## src/rtl/seg_scan_pkg.sv

```systemverilog
package seg_scan_pkg;

  localparam int          CLK_HZ          = 200_000_000;
  localparam int          NUM_DIGITS      = 4;
  localparam int          DIGIT_W         = 2;
  localparam int          SEG_W           = 7;
  // Time each digit stays lit, in microseconds; 3 ms gives a 12 ms refresh.
  localparam int          DIGIT_TIME_US   = 3000;
  localparam int          DIGIT_CYCLES    = (CLK_HZ / 1_000_000) * DIGIT_TIME_US;
  // Reference timer period for the same 3 ms step, kept for comparison.
  localparam int          SCAN_PERIOD_SETTING = 3750;
  // Longest and shortest legal refresh intervals in microseconds.
  localparam int          REFRESH_MAX_US  = 16000;
  localparam int          REFRESH_MIN_US  = 1000;
  localparam int          BLANK_CYCLES    = 1;
  localparam logic [6:0]  SEG_OFF         = 7'h7F;
  localparam logic [3:0]  DIGIT_OFF       = 4'hF;
  localparam logic [1:0]  DIGIT_RESET     = 2'h0;

  typedef enum logic [1:0] {
    ST_LIT,
    ST_BLANK,
    ST_LOAD
  } scan_state_t;

endpackage

```

## src/rtl/seg_pattern_if.sv

```systemverilog
`timescale 1ns/1ps
interface seg_pattern_if;
  logic [3:0] value;
  logic [6:0] segs_n;

  modport user
  (
    output value,
    input  segs_n
  );
  modport table_side
  (
    input  value,
    output segs_n
  );
endinterface

```

## src/rtl/four_digit_segment_scanner.sv

```systemverilog
`timescale 1ns/1ps
// Notes on behaviour
// - Digit enables and segment lines, decimal point included, are active low.
// - Digits are enabled one at a time in endless succession.
// - Each digit is driven once every 1 to 16 ms.
// - Refresh never slows to about 45 Hz, where flicker shows.
// - Segments carry the pattern of whichever digit is enabled.
// - Enable 0 is first position; one lights B,C; seven lights A,B,C.
// - Outside raw mode, patterns come from a sixteen-entry table indexed by digit value.
// - Scan advances every 3 ms, a full refresh every 12 ms.
// - Digit index advances circularly, each digit once per four steps.
// - Each step first drives all enables high before segments change.
// - After new segments are out, only the current digit is enabled.
// - Every segment and the decimal point is individually controllable.
module four_digit_segment_scanner #(
  parameter int DIGIT_CYCLES = seg_scan_pkg::DIGIT_CYCLES
)
(
  input  wire logic        ref_clk,
  input  wire logic        rst,
  input  wire logic [15:0] digit_values,
  input  wire logic [3:0]  decimal_points,
  input  wire logic        raw_mode,
  input  wire logic [31:0] raw_segments_n,
  output logic             digit0_enable_n,
  output logic             digit1_enable_n,
  output logic             digit2_enable_n,
  output logic             digit3_enable_n,
  output logic             seg_a_n,
  output logic             seg_b_n,
  output logic             seg_c_n,
  output logic             seg_d_n,
  output logic             seg_e_n,
  output logic             seg_f_n,
  output logic             seg_g_n,
  output logic             decimal_point_n
);

  localparam int CNT_W = $clog2(DIGIT_CYCLES + 1);

  // Small helpers, so that the packed inputs are sliced the same way everywhere.
  // Four-bit value of digit idx, taken from its nibble of the packed word.
  function automatic logic [3:0] value_of
  (
    input logic [15:0] values,
    input logic [1:0]  idx
  );
    value_of = values[idx*4 +: 4];
  endfunction

  // The point input is active high and the pin active low, hence the inversion.
  function automatic logic point_n_of
  (
    input logic [3:0] points,
    input logic [1:0] idx
  );
    point_n_of = ~points[idx];
  endfunction

  // Seven segment bits of raw byte idx, already active low.
  function automatic logic [6:0] raw_segs_of
  (
    input logic [31:0] raw,
    input logic [1:0]  idx
  );
    raw_segs_of = raw[idx*8 +: 7];
  endfunction

  // Point bit of raw byte idx, the top bit of that byte.
  function automatic logic raw_point_of
  (
    input logic [31:0] raw,
    input logic [1:0]  idx
  );
    raw_point_of = raw[idx*8 + 7];
  endfunction

  // One-cold enable word: only digit idx is driven low, the rest stay off.
  function automatic logic [3:0] enable_for
  (
    input logic [1:0] idx
  );
    enable_for      = seg_scan_pkg::DIGIT_OFF;
    enable_for[idx] = 1'b0;
  endfunction

  // Circular successor of a digit index; the two-bit wrap takes 3 to 0.
  function automatic logic [1:0] succ_of
  (
    input logic [1:0] idx
  );
    succ_of = idx + 2'h1;
  endfunction

  // True on the last lit cycle of a step.
  function automatic logic step_done
  (
    input logic [CNT_W-1:0] count
  );
    step_done = count >= CNT_W'(DIGIT_CYCLES - 1);
  endfunction

  seg_scan_pkg::scan_state_t state_q;
  seg_scan_pkg::scan_state_t state_d;
  logic [CNT_W-1:0]          cnt_q;
  logic [CNT_W-1:0]          cnt_d;
  logic [1:0]                digit_q;
  logic [1:0]                digit_d;
  logic [3:0]                enables_n_q;
  logic [3:0]                enables_n_d;
  logic [6:0]                segs_n_q;
  logic [6:0]                segs_n_d;
  logic                      dp_n_q;
  logic                      dp_n_d;
  logic [1:0]                next_digit;
  // Next pattern, picked ahead of the blank cycle that loads it.
  logic [6:0]                next_segs_n;
  logic                      next_dp_n;

  seg_pattern_if pat ();

  seg_pattern_rom u_rom
  (
    .port_t (pat.table_side)
  );

  assign next_digit = succ_of(digit_q);
  assign pat.value  = value_of(digit_values, next_digit);

  // Pattern for the digit that comes next. It is worked out every cycle but
  // is loaded only in the blank cycle, so inputs that move while a
  // digit is lit wait for that digit's next turn.
  always_comb
  begin
    if (raw_mode)
    begin
      next_segs_n = raw_segs_of(raw_segments_n, next_digit);
      next_dp_n   = raw_point_of(raw_segments_n, next_digit);
    end
    else
    begin
      next_segs_n = pat.segs_n;
      next_dp_n   = point_n_of(decimal_points, next_digit);
    end
  end

  // One scan step, as the pins see it:
  //   LIT   the current digit is on and its pattern holds still.
  //   BLANK all enables are off, and at its end the new pattern is loaded.
  //   LOAD  the new pattern is out, and at its end only the new digit turns on.
  // The blank cycle between steps stops ghosting: the old digit never sees
  // the next digit's pattern. The lit fraction lost is two cycles in 600000.
  // A step lasts exactly DIGIT_CYCLES clocks, blank and load cycles included,
  // which is why the timer restarts at two when a digit is switched on.
  // Raising DIGIT_CYCLES above 800000 at 200 MHz would push the full refresh
  // past 16 ms and toward visible flicker.

  // Step timer.
  always_comb
  begin
    cnt_d = cnt_q;
    case (state_q)
      seg_scan_pkg::ST_LIT:
      begin
        if (step_done(cnt_q))
        begin
          cnt_d = '0;
        end
        else
        begin
          cnt_d = cnt_q + CNT_W'(1);
        end
      end
      seg_scan_pkg::ST_LOAD:
      begin
        cnt_d = CNT_W'(2);
      end
      default:
      begin
        cnt_d = '0;
      end
    endcase
  end

  always_ff @(posedge ref_clk)
  begin
    if (rst)
    begin
      cnt_q <= '0;
    end
    else
    begin
      cnt_q <= cnt_d;
    end
  end

  // Scan sequencer: which phase of the step, and which digit is current.
  always_comb
  begin
    state_d = state_q;
    digit_d = digit_q;
    case (state_q)
      seg_scan_pkg::ST_LIT:
      begin
        if (step_done(cnt_q))
        begin
          state_d = seg_scan_pkg::ST_BLANK;
        end
      end
      seg_scan_pkg::ST_BLANK:
      begin
        digit_d = next_digit;
        state_d = seg_scan_pkg::ST_LOAD;
      end
      seg_scan_pkg::ST_LOAD:
      begin
        state_d = seg_scan_pkg::ST_LIT;
      end
      default:
      begin
        state_d = seg_scan_pkg::ST_LIT;
      end
    endcase
  end

  // Reset leaves digit 3 current so the first step lands on digit 0.
  always_ff @(posedge ref_clk)
  begin
    if (rst)
    begin
      state_q <= seg_scan_pkg::ST_BLANK;
      digit_q <= 2'h3;
    end
    else
    begin
      state_q <= state_d;
      digit_q <= digit_d;
    end
  end

  // Pin drivers. Enables go off before the segments move and come back on
  // only a cycle after, so a pattern is never shown on the wrong digit.
  always_comb
  begin
    enables_n_d = enables_n_q;
    segs_n_d    = segs_n_q;
    dp_n_d      = dp_n_q;
    case (state_q)
      seg_scan_pkg::ST_LIT:
      begin
        if (step_done(cnt_q))
        begin
          enables_n_d = seg_scan_pkg::DIGIT_OFF;
        end
      end
      seg_scan_pkg::ST_BLANK:
      begin
        segs_n_d = next_segs_n;
        dp_n_d   = next_dp_n;
      end
      seg_scan_pkg::ST_LOAD:
      begin
        enables_n_d = enable_for(digit_q);
      end
      default:
      begin
        enables_n_d = seg_scan_pkg::DIGIT_OFF;
      end
    endcase
  end

  // Segments hold, then take the new pattern, while every enable is off; nothing is
  // lit then, so the dark lines need not be blanked as well.
  always_ff @(posedge ref_clk)
  begin
    if (rst)
    begin
      enables_n_q <= seg_scan_pkg::DIGIT_OFF;
      segs_n_q    <= seg_scan_pkg::SEG_OFF;
      dp_n_q      <= 1'b1;
    end
    else
    begin
      enables_n_q <= enables_n_d;
      segs_n_q    <= segs_n_d;
      dp_n_q      <= dp_n_d;
    end
  end

  assign digit0_enable_n = enables_n_q[0];
  assign digit1_enable_n = enables_n_q[1];
  assign digit2_enable_n = enables_n_q[2];
  assign digit3_enable_n = enables_n_q[3];
  assign seg_a_n         = segs_n_q[0];
  assign seg_b_n         = segs_n_q[1];
  assign seg_c_n         = segs_n_q[2];
  assign seg_d_n         = segs_n_q[3];
  assign seg_e_n         = segs_n_q[4];
  assign seg_f_n         = segs_n_q[5];
  assign seg_g_n         = segs_n_q[6];
  assign decimal_point_n = dp_n_q;

endmodule // four_digit_segment_scanner

```

## src/rtl/seg_pattern_rom.sv

```systemverilog
`timescale 1ns/1ps
// Bit order of segs_n is {g,f,e,d,c,b,a}; a zero lights a segment.
module seg_pattern_rom
(
  seg_pattern_if.table_side port_t
);

  always_comb
  begin
    case (port_t.value)
      4'h0:    port_t.segs_n = 7'h40;
      4'h1:    port_t.segs_n = 7'h79;
      4'h2:    port_t.segs_n = 7'h24;
      4'h3:    port_t.segs_n = 7'h30;
      4'h4:    port_t.segs_n = 7'h19;
      4'h5:    port_t.segs_n = 7'h12;
      4'h6:    port_t.segs_n = 7'h02;
      4'h7:    port_t.segs_n = 7'h78;
      4'h8:    port_t.segs_n = 7'h00;
      4'h9:    port_t.segs_n = 7'h10;
      4'hA:    port_t.segs_n = 7'h08;
      4'hB:    port_t.segs_n = 7'h03;
      4'hC:    port_t.segs_n = 7'h46;
      4'hD:    port_t.segs_n = 7'h21;
      4'hE:    port_t.segs_n = 7'h06;
      4'hF:    port_t.segs_n = 7'h0E;
      default: port_t.segs_n = 7'h7F;
    endcase
  end

endmodule // seg_pattern_rom

```

## config.mk

```make
export PLATFORM = sky130hd
export DESIGN_NAME = four_digit_segment_scanner
export DESIGN_NICKNAME = d
export VERILOG_FILES = /design/src/rtl/seg_scan_pkg.sv /design/src/rtl/seg_pattern_if.sv /design/src/rtl/four_digit_segment_scanner.sv /design/src/rtl/seg_pattern_rom.sv
export SDC_FILE = /design/constraint.sdc
export NUM_CORES = 1
export LEC_CHECK = 0
export ABC_AREA = 1
export BUFFER_PORTS_ARGS = -buffer_cell sky130_fd_sc_hd__buf_2
export CELL_PAD_IN_SITES_DETAIL_PLACEMENT = 1
export CELL_PAD_IN_SITES_GLOBAL_PLACEMENT = 2
export CORE_ASPECT_RATIO = 0.75
export CORE_UTILIZATION = 28
export DETAILED_ROUTE_END_ITERATION = 8
export GPL_TIMING_DRIVEN = 0
export PLACE_DENSITY = 0.82
export SKIP_LAST_GASP = 1
export SLEW_MARGIN = 30
export SYNTH_ARGS = -nofsm -noshare
export SYNTH_HDL_FRONTEND = slang
export SYNTH_HIERARCHICAL = 1
export SYNTH_SLANG_ARGS = --single-unit
```

## constraint.sdc

```tcl
create_clock -name ref_clk -period 3.7 [get_ports ref_clk]
set_input_delay 0.74 -clock ref_clk [delete_from_list [all_inputs] [get_ports ref_clk]]
set_output_delay 0.74 -clock ref_clk [all_outputs]
set_load 0.02 [all_outputs]
```

After elaboration in Yosys (flattened, before gate mapping)
Memory sizes are Yosys's and may differ from the RTL's.
Index checks and enable logic that the tools add are counted.

storage, ports and cells
  bits in read-only memories = 112
  RAM bits = 0
  latch bits = 0
  input bits = 55
  output and inout bits = 12
  memories = 1
  word-level logic and storage cells = 40
  register bits = 36

operators by class
  $lt $le $gt $ge = 5
  $add $sub $neg = 3
  shift-type cells = 2
  eq/ne operators = 3
  multiplexer cells = 14
  div/mod/pow operators = 0
  multipliers = 0
  reduce and logical (&&, ||, !) cells = 3
  bitwise logic cells = 3

memories
  memory            depth  width  read ports  clocked after Yosys merged registers in  write ports  line                   RTL
  (name not given)  16     7      1           0                                        0            seg_pattern_rom.sv:10  case (port_t.value)

operator list
  cell                                                                                  count
  20-bit one-hot mux with 2 select lines                                                1
  32-bit by 6-bit indexed part select with 7-bit output                                 1
  20-bit by 1-bit adder with 20-bit output (second input constant)                      1
  20-bit greater-or-equal comparator (second input constant)                            1
  20-bit 2-to-1 mux                                                                     1
  16-bit by 5-bit indexed part select with 4-bit output                                 1
  4-bit one-hot mux with 3 select lines                                                 1
  7-bit 2-to-1 mux                                                                      1
  5-bit by 3-bit adder with 6-bit output (second input constant)                        1
  2-bit by 3-bit less-than comparator with 1-bit output (second input constant)         2
  6-bit less-than comparator (second input constant)                                    1
  1-bit binary-select mux with 5-bit select                                             1
  1-bit 2-to-1 mux                                                                      4
  4-bit 2-to-1 mux                                                                      1
  4-bit inverter                                                                        1
  2-bit one-hot mux with 2 select lines                                                 1
  2-bit by 1-bit adder with 2-bit output (second input constant)                        1
  1-bit binary-select mux with 2-bit select                                             1
  1-bit demux with 2-bit select                                                         1
  2-bit by 1-bit equality test with 1-bit output (second input constant)                1
  2-bit equality test (second input constant)                                           1
  2-bit by 1-bit greater-or-equal comparator with 1-bit output (second input constant)  1
  2-bit logical NOT                                                                     1
  2-bit 2-to-1 mux                                                                      1
  other kinds (4)                                                                       5

Longest topological paths before layout
  depth after elaboration = 6
  depth in mapped cells = 15
  gate-level depth less buffers = 13

Cells and area by module
The synthesis kept the hierarchy.

modules (own cells, without submodules)
  module                      area each (um^2)  cells each  instances
  four_digit_segment_scanner  2185.8            314         1
  seg_pattern_rom             274.0             49          1

Worst setup path before layout
No wires, ideal clock.

  kind = register to register
  from = reg digit_q[0]
  to = reg segs_n_q[3]
  buffers on the path = 2
  clock period less this slack = 2.744 ns
  stages on the path, launching flop included = 15
  setup slack = 0.956 ns
  required time = 3.580 ns
  arrival = 2.624 ns
  path through = dfxtp_1 clkinv_1 clkbuf_1 ha_1 inv_1 clkbuf_1 o21ai_0 o22ai_1 inv_1 ha_1 nand2_1 nand3_1 nand2_1 o211ai_1 nand2_1

between the ends
  cells in the longest elaborated chain, start to end = 4
  elaborated cells on any way between the ends = 5
  classes of those cells = 1 x add/sub; 2 x shift; 1 x mux; 1 x memory

RTL lines
  what                                                   line                               RTL
  start: declaration                                     four_digit_segment_scanner.sv:107  logic [1:0] digit_q;
  start signal: assignment                               four_digit_segment_scanner.sv:237  digit_q <= digit_d;
  2-bit by 1-bit adder with 2-bit output                 four_digit_segment_scanner.sv:92   succ_of = idx + 2'h1;
  via next_digit[0]                                      four_digit_segment_scanner.sv:115  logic [1:0] next_digit;
  16-bit by 5-bit indexed part select with 4-bit output  four_digit_segment_scanner.sv:48   value_of = values[idx*4 +: 4];
  via pat.value[1]                                       seg_pattern_if.sv:3                logic [3:0] value;
  memory read 16 x 7 bit                                 -
  via pat.segs_n[3]                                      seg_pattern_if.sv:4                logic [6:0] segs_n;
  7-bit 2-to-1 mux                                       four_digit_segment_scanner.sv:135  if (raw_mode)
  end signal: assignment                                 four_digit_segment_scanner.sv:279  segs_n_q <= seg_scan_pkg::SEG_OFF;
  end signal: assignment                                 four_digit_segment_scanner.sv:285  segs_n_q <= segs_n_d;
  end: declaration                                       four_digit_segment_scanner.sv:111  logic [6:0] segs_n_q;

The timed path passes the listed nets, and every way through them passes these cells.
A chain may end at the register's enable or synchronous reset.

Worst setup path in the final report
  from = reg digit_q[0]
  to = reg segs_n_q[2]

Same word-level chain as after synthesis.

==> run summary <==
CP Max Fanout: 11
worst slew pin tran: 0.5535 ns
max incr delay on CP: 0.62 ns
Leakage: 1.338 nW
post-synthesis compound-gate area fraction: 0.1597
initial antenna violation count: 0
outcome: finished, final reports clean
mux cell area share after synthesis: 0
main combinational cell family by area after synthesis: simple AND/OR/NAND/NOR gates
DR vias/cell: 4.886
number of global-route vias before repair: 2697
Hold Path Depth: 2
die area: 0.009168 mm2
drt drc: 0
post-synthesis async set-or-reset flop share: 0
Pre-antenna DRT Iters: 4
htree depth: 2
Slew Limit Fails: 0
CP endpoint kind: register
Rows: 29
Reg2Reg Depth: 13
Hold Path End: segs_n_q[3]$_SDFFE_PP1N_
Main synth FF type: dfxtp_1
Final Skew: 0.005017 ns
largest net degree at the start of global routing: 12
core area: 0.008491 mm2
Unique masters post-synth: 32
Sw Share: 0.3666
Syn Nets: 430
sequential area share after synthesis: 0.2930
Slew headroom: 0.6310
Seq pwr share: 0.323
Mapped Cells: 363
WP data arrival: 3.55 ns
Synth Area in XOR/XNOR: 0.04985
WS Path Type: reg -> reg
layout cell share with drive strength beyond 1: 0.2575
starting density of the core: 0.2897
Tmin final: 3.375 ns
Final Total Pwr: 1.335 mW
Vias: 2653
number of flops mapped to enable cells by yosys: 0
I/O pins: 67
CTS tree: built
Clock Path Buffers: 2
port buffer count: 65
RSZ-0062 raised after global routing: no
routability cong.: 0.8236
die width: 110.2 um
share of the synthesized area in the top cell type: 0.2930
combinational share of power: 0.357
Buf/Inv on CP: 5
final hold violations: 0
TNS Setup: 0 ns
crit path launch type: register
GRT Residual Overflow: 0
Final #Nets: 501
Final HPWL DP: 6.399 mm
# diodes: 0
Post-Syn Area: 0.002460 mm2
kind of cell adding the most delay to the critical path: buffers and inverters
Setup-failing EPs final: 0
post-synthesis adder-cell area fraction: 0.06104
CTS Hold Bufs: 0
Root Driver: clkbuf_16
Area Growth Syn to Fin: 25.28%
HP Start: segs_n_q[3]$_SDFFE_PP1N_
reg2reg end: segs_n_q[2]$_SDFFE_PP1N_
Synth Register Bits: 36
fin crit share: 0.9122
Synth Area in Simple Gates: 0.3540
top post-synthesis cells by area: dfxtp_1 (29%), nand2_1 (11%), nor2_1 (8.2%)
maximum capacitance violations: 0
clock power share: 0.321
CP Cell Sequence: clkinv_1 -> clkbuf_1 -> ha_1 -> clkinvlp_4 -> o21ai_0 -> o22ai_2 -> inv_1 -> ha_1 -> inv_1 -> nand3_1 -> o21ai_0 -> o211ai_1 -> nand2_1
FMAX: 296.3 MHz
CTS sink cnt: 36
Routed WL: 7.926 mm
first-pass GRT wire length: 13.17 mm
wire per inst: 14.60 um
Synth Warn #: 6
P_int: 845.3 uW
starting DRC count in detailed routing: 84
Worst VDD drop: 0.1615 mV
Slowest-stage cell, CP: ha_1
Antenna Nets Post-Route: 0
clk_lat worst skew: 0.28 ns
Worst Path Required: 3.87 ns
setup bufs post-CTS: 0
Worst R2R Setup Slack: 0.32 ns
die height: 83.17 um
HP Class: reg -> reg
Clock Pin Slew Worst Setup and Hold Paths: 0.06 ns
Sw Pwr: 489.3 uW
Syn Area/Cell: 6.776 um2
post-synth top area cell: dfxtp_1
GRT Total Usage: 0.1838
PD cells: 433.1 mW/mm2
CTS buffer count: 5
reg2reg start: digit_q[0]$_SDFFE_PP1N_
-- layer usage --
layer / vias to the layer above / global-route usage / wire length (um)
li1: 1341 / - / -
met4: 0 / 0.04306 / 77
met2: 42 / 0.2801 / 3452
met3: 8 / 0.02512 / 225
met1: 1262 / 0.2713 / 4170
met5: - / 0 / 0
-- cells by family (layout without fill, tap and decap cells) --
group                      after synthesis  in the layout
and+or+nand+nor                        187            187
AOI/OAI and AO/OA                       68             68
buffers and inverters                   46            118
DFF                                     36             36
xor gates and xnor gates                14             14
adders and majority gates               12             12
-- flip-flops by register name (all words and copies together) (netlist names) --
signal / count
decimal_point_n: 1
state_q: 2
digit_q: 2
segs_n_q: 7
cnt_q: 20
enables_n_q: 4
-- worst max path at each step --
stage / startpoint / to / slack, ns / cells past startpoint
6_report: digit_q[0]$_SDFFE_PP1N_ / segs_n_q[2]$_SDFFE_PP1N_ / 0.32 / 13
5_1_grt: digit_q[0]$_SDFFE_PP1N_ / segs_n_q[2]$_SDFFE_PP1N_ / 0.02 / 13
4_1_cts: digit_q[0]$_SDFFE_PP1N_ / segs_n_q[3]$_SDFFE_PP1N_ / 0.06 / 14
3_5_place_dp: digit_q[0]$_SDFFE_PP1N_ / segs_n_q[3]$_SDFFE_PP1N_ / -0.14 / 15
3_3_place_gp: digit_q[0]$_SDFFE_PP1N_ / segs_n_q[3]$_SDFFE_PP1N_ / 0.05 / 14
2_1_floorplan: digit_q[0]$_SDFFE_PP1N_ / segs_n_q[3]$_SDFFE_PP1N_ / 0.96 / 14
-- cell type report --
type	instances	area (um2)
Fill cell	1120	5409
Multi-Input combinational cell	281	1549
Sequential cell	36	720.7
Timing Repair Buffer	65	325.3
Clock buffer	6	138.9
Tap cell	108	135.1
Inverter	32	123.9
Buffer	13	78.83
Clock inverter	2	10.01
-- power by group through the flow --
stage	sequential, mW	combinational (mW)	clock [mW]
2_1_floorplan	0.458	0.293	0
3_3_place_gp	0.437	0.456	0
3_5_place_dp	0.439	0.471	0
4_1_cts	0.431	0.471	0.439
5_1_grt	0.434	0.540	0.454
6_report	0.431	0.476	0.428
-- stage by stage --
stage                     utilization  area (um2)  hold slack [ns]  setup slack (ns)  cells
final                          0.3630        3082           0.4724            0.3249    543
after global routing           0.3630        3082           0.5057           0.02205    543
after CTS                      0.3610        3065           0.4769           0.06326    543
after detailed placement       0.3439        2920           0.4496           -0.1407    536
after global placement         0.3439        2920           0.4483           0.04677    536
after floorplan                     -        2460           0.4870            0.9561    363
-- cells in the final DEF, fill, tap and decap left out, types with 5 or more instances in the layout --
cell	Yosys	layout
nand2_1	72	72
buf_2	5	70
nor2_1	54	54
dfxtp_1	36	36
o21ai_0	31	31
inv_1	26	25
nand3_1	25	25
o211ai_1	16	16
a21oi_1	14	14
nor2_2	12	12
xor2_1	12	12
ha_1	12	12
nand4_1	7	7
clkbuf_1	7	6
clkbuf_16	0	5
-- synth_stat cells, types with 2 or more instances --
cell type,n
a21oi_1,14
buf_2,5
clkbuf_1,7
clkinv_1,2
dfxtp_1,36
ha_1,12
inv_1,26
inv_2,4
nand2_1,72
nand2_2,3
nand3_1,25
nand3_2,3
nand4_1,7
nor2_1,54
nor2_2,12
nor2_4,3
nor3_1,3
o211ai_1,16
o21ai_0,31
o22ai_1,4
xnor2_1,2
xor2_1,12
-- worst min-delay path, stage by stage, from the launching register on --
cell and delay [ns]:
dfxtp_1 0.32, a21oi_1 0.06, nand2_1 0.06
-- what timing repair did --
item | in CTS | in global routing
endpoints found under the hold margin | 0 | 0
endpoints found under the setup margin | 4 | 7
resized for setup | 0 | 3
(Power assumes the default switching activity.)
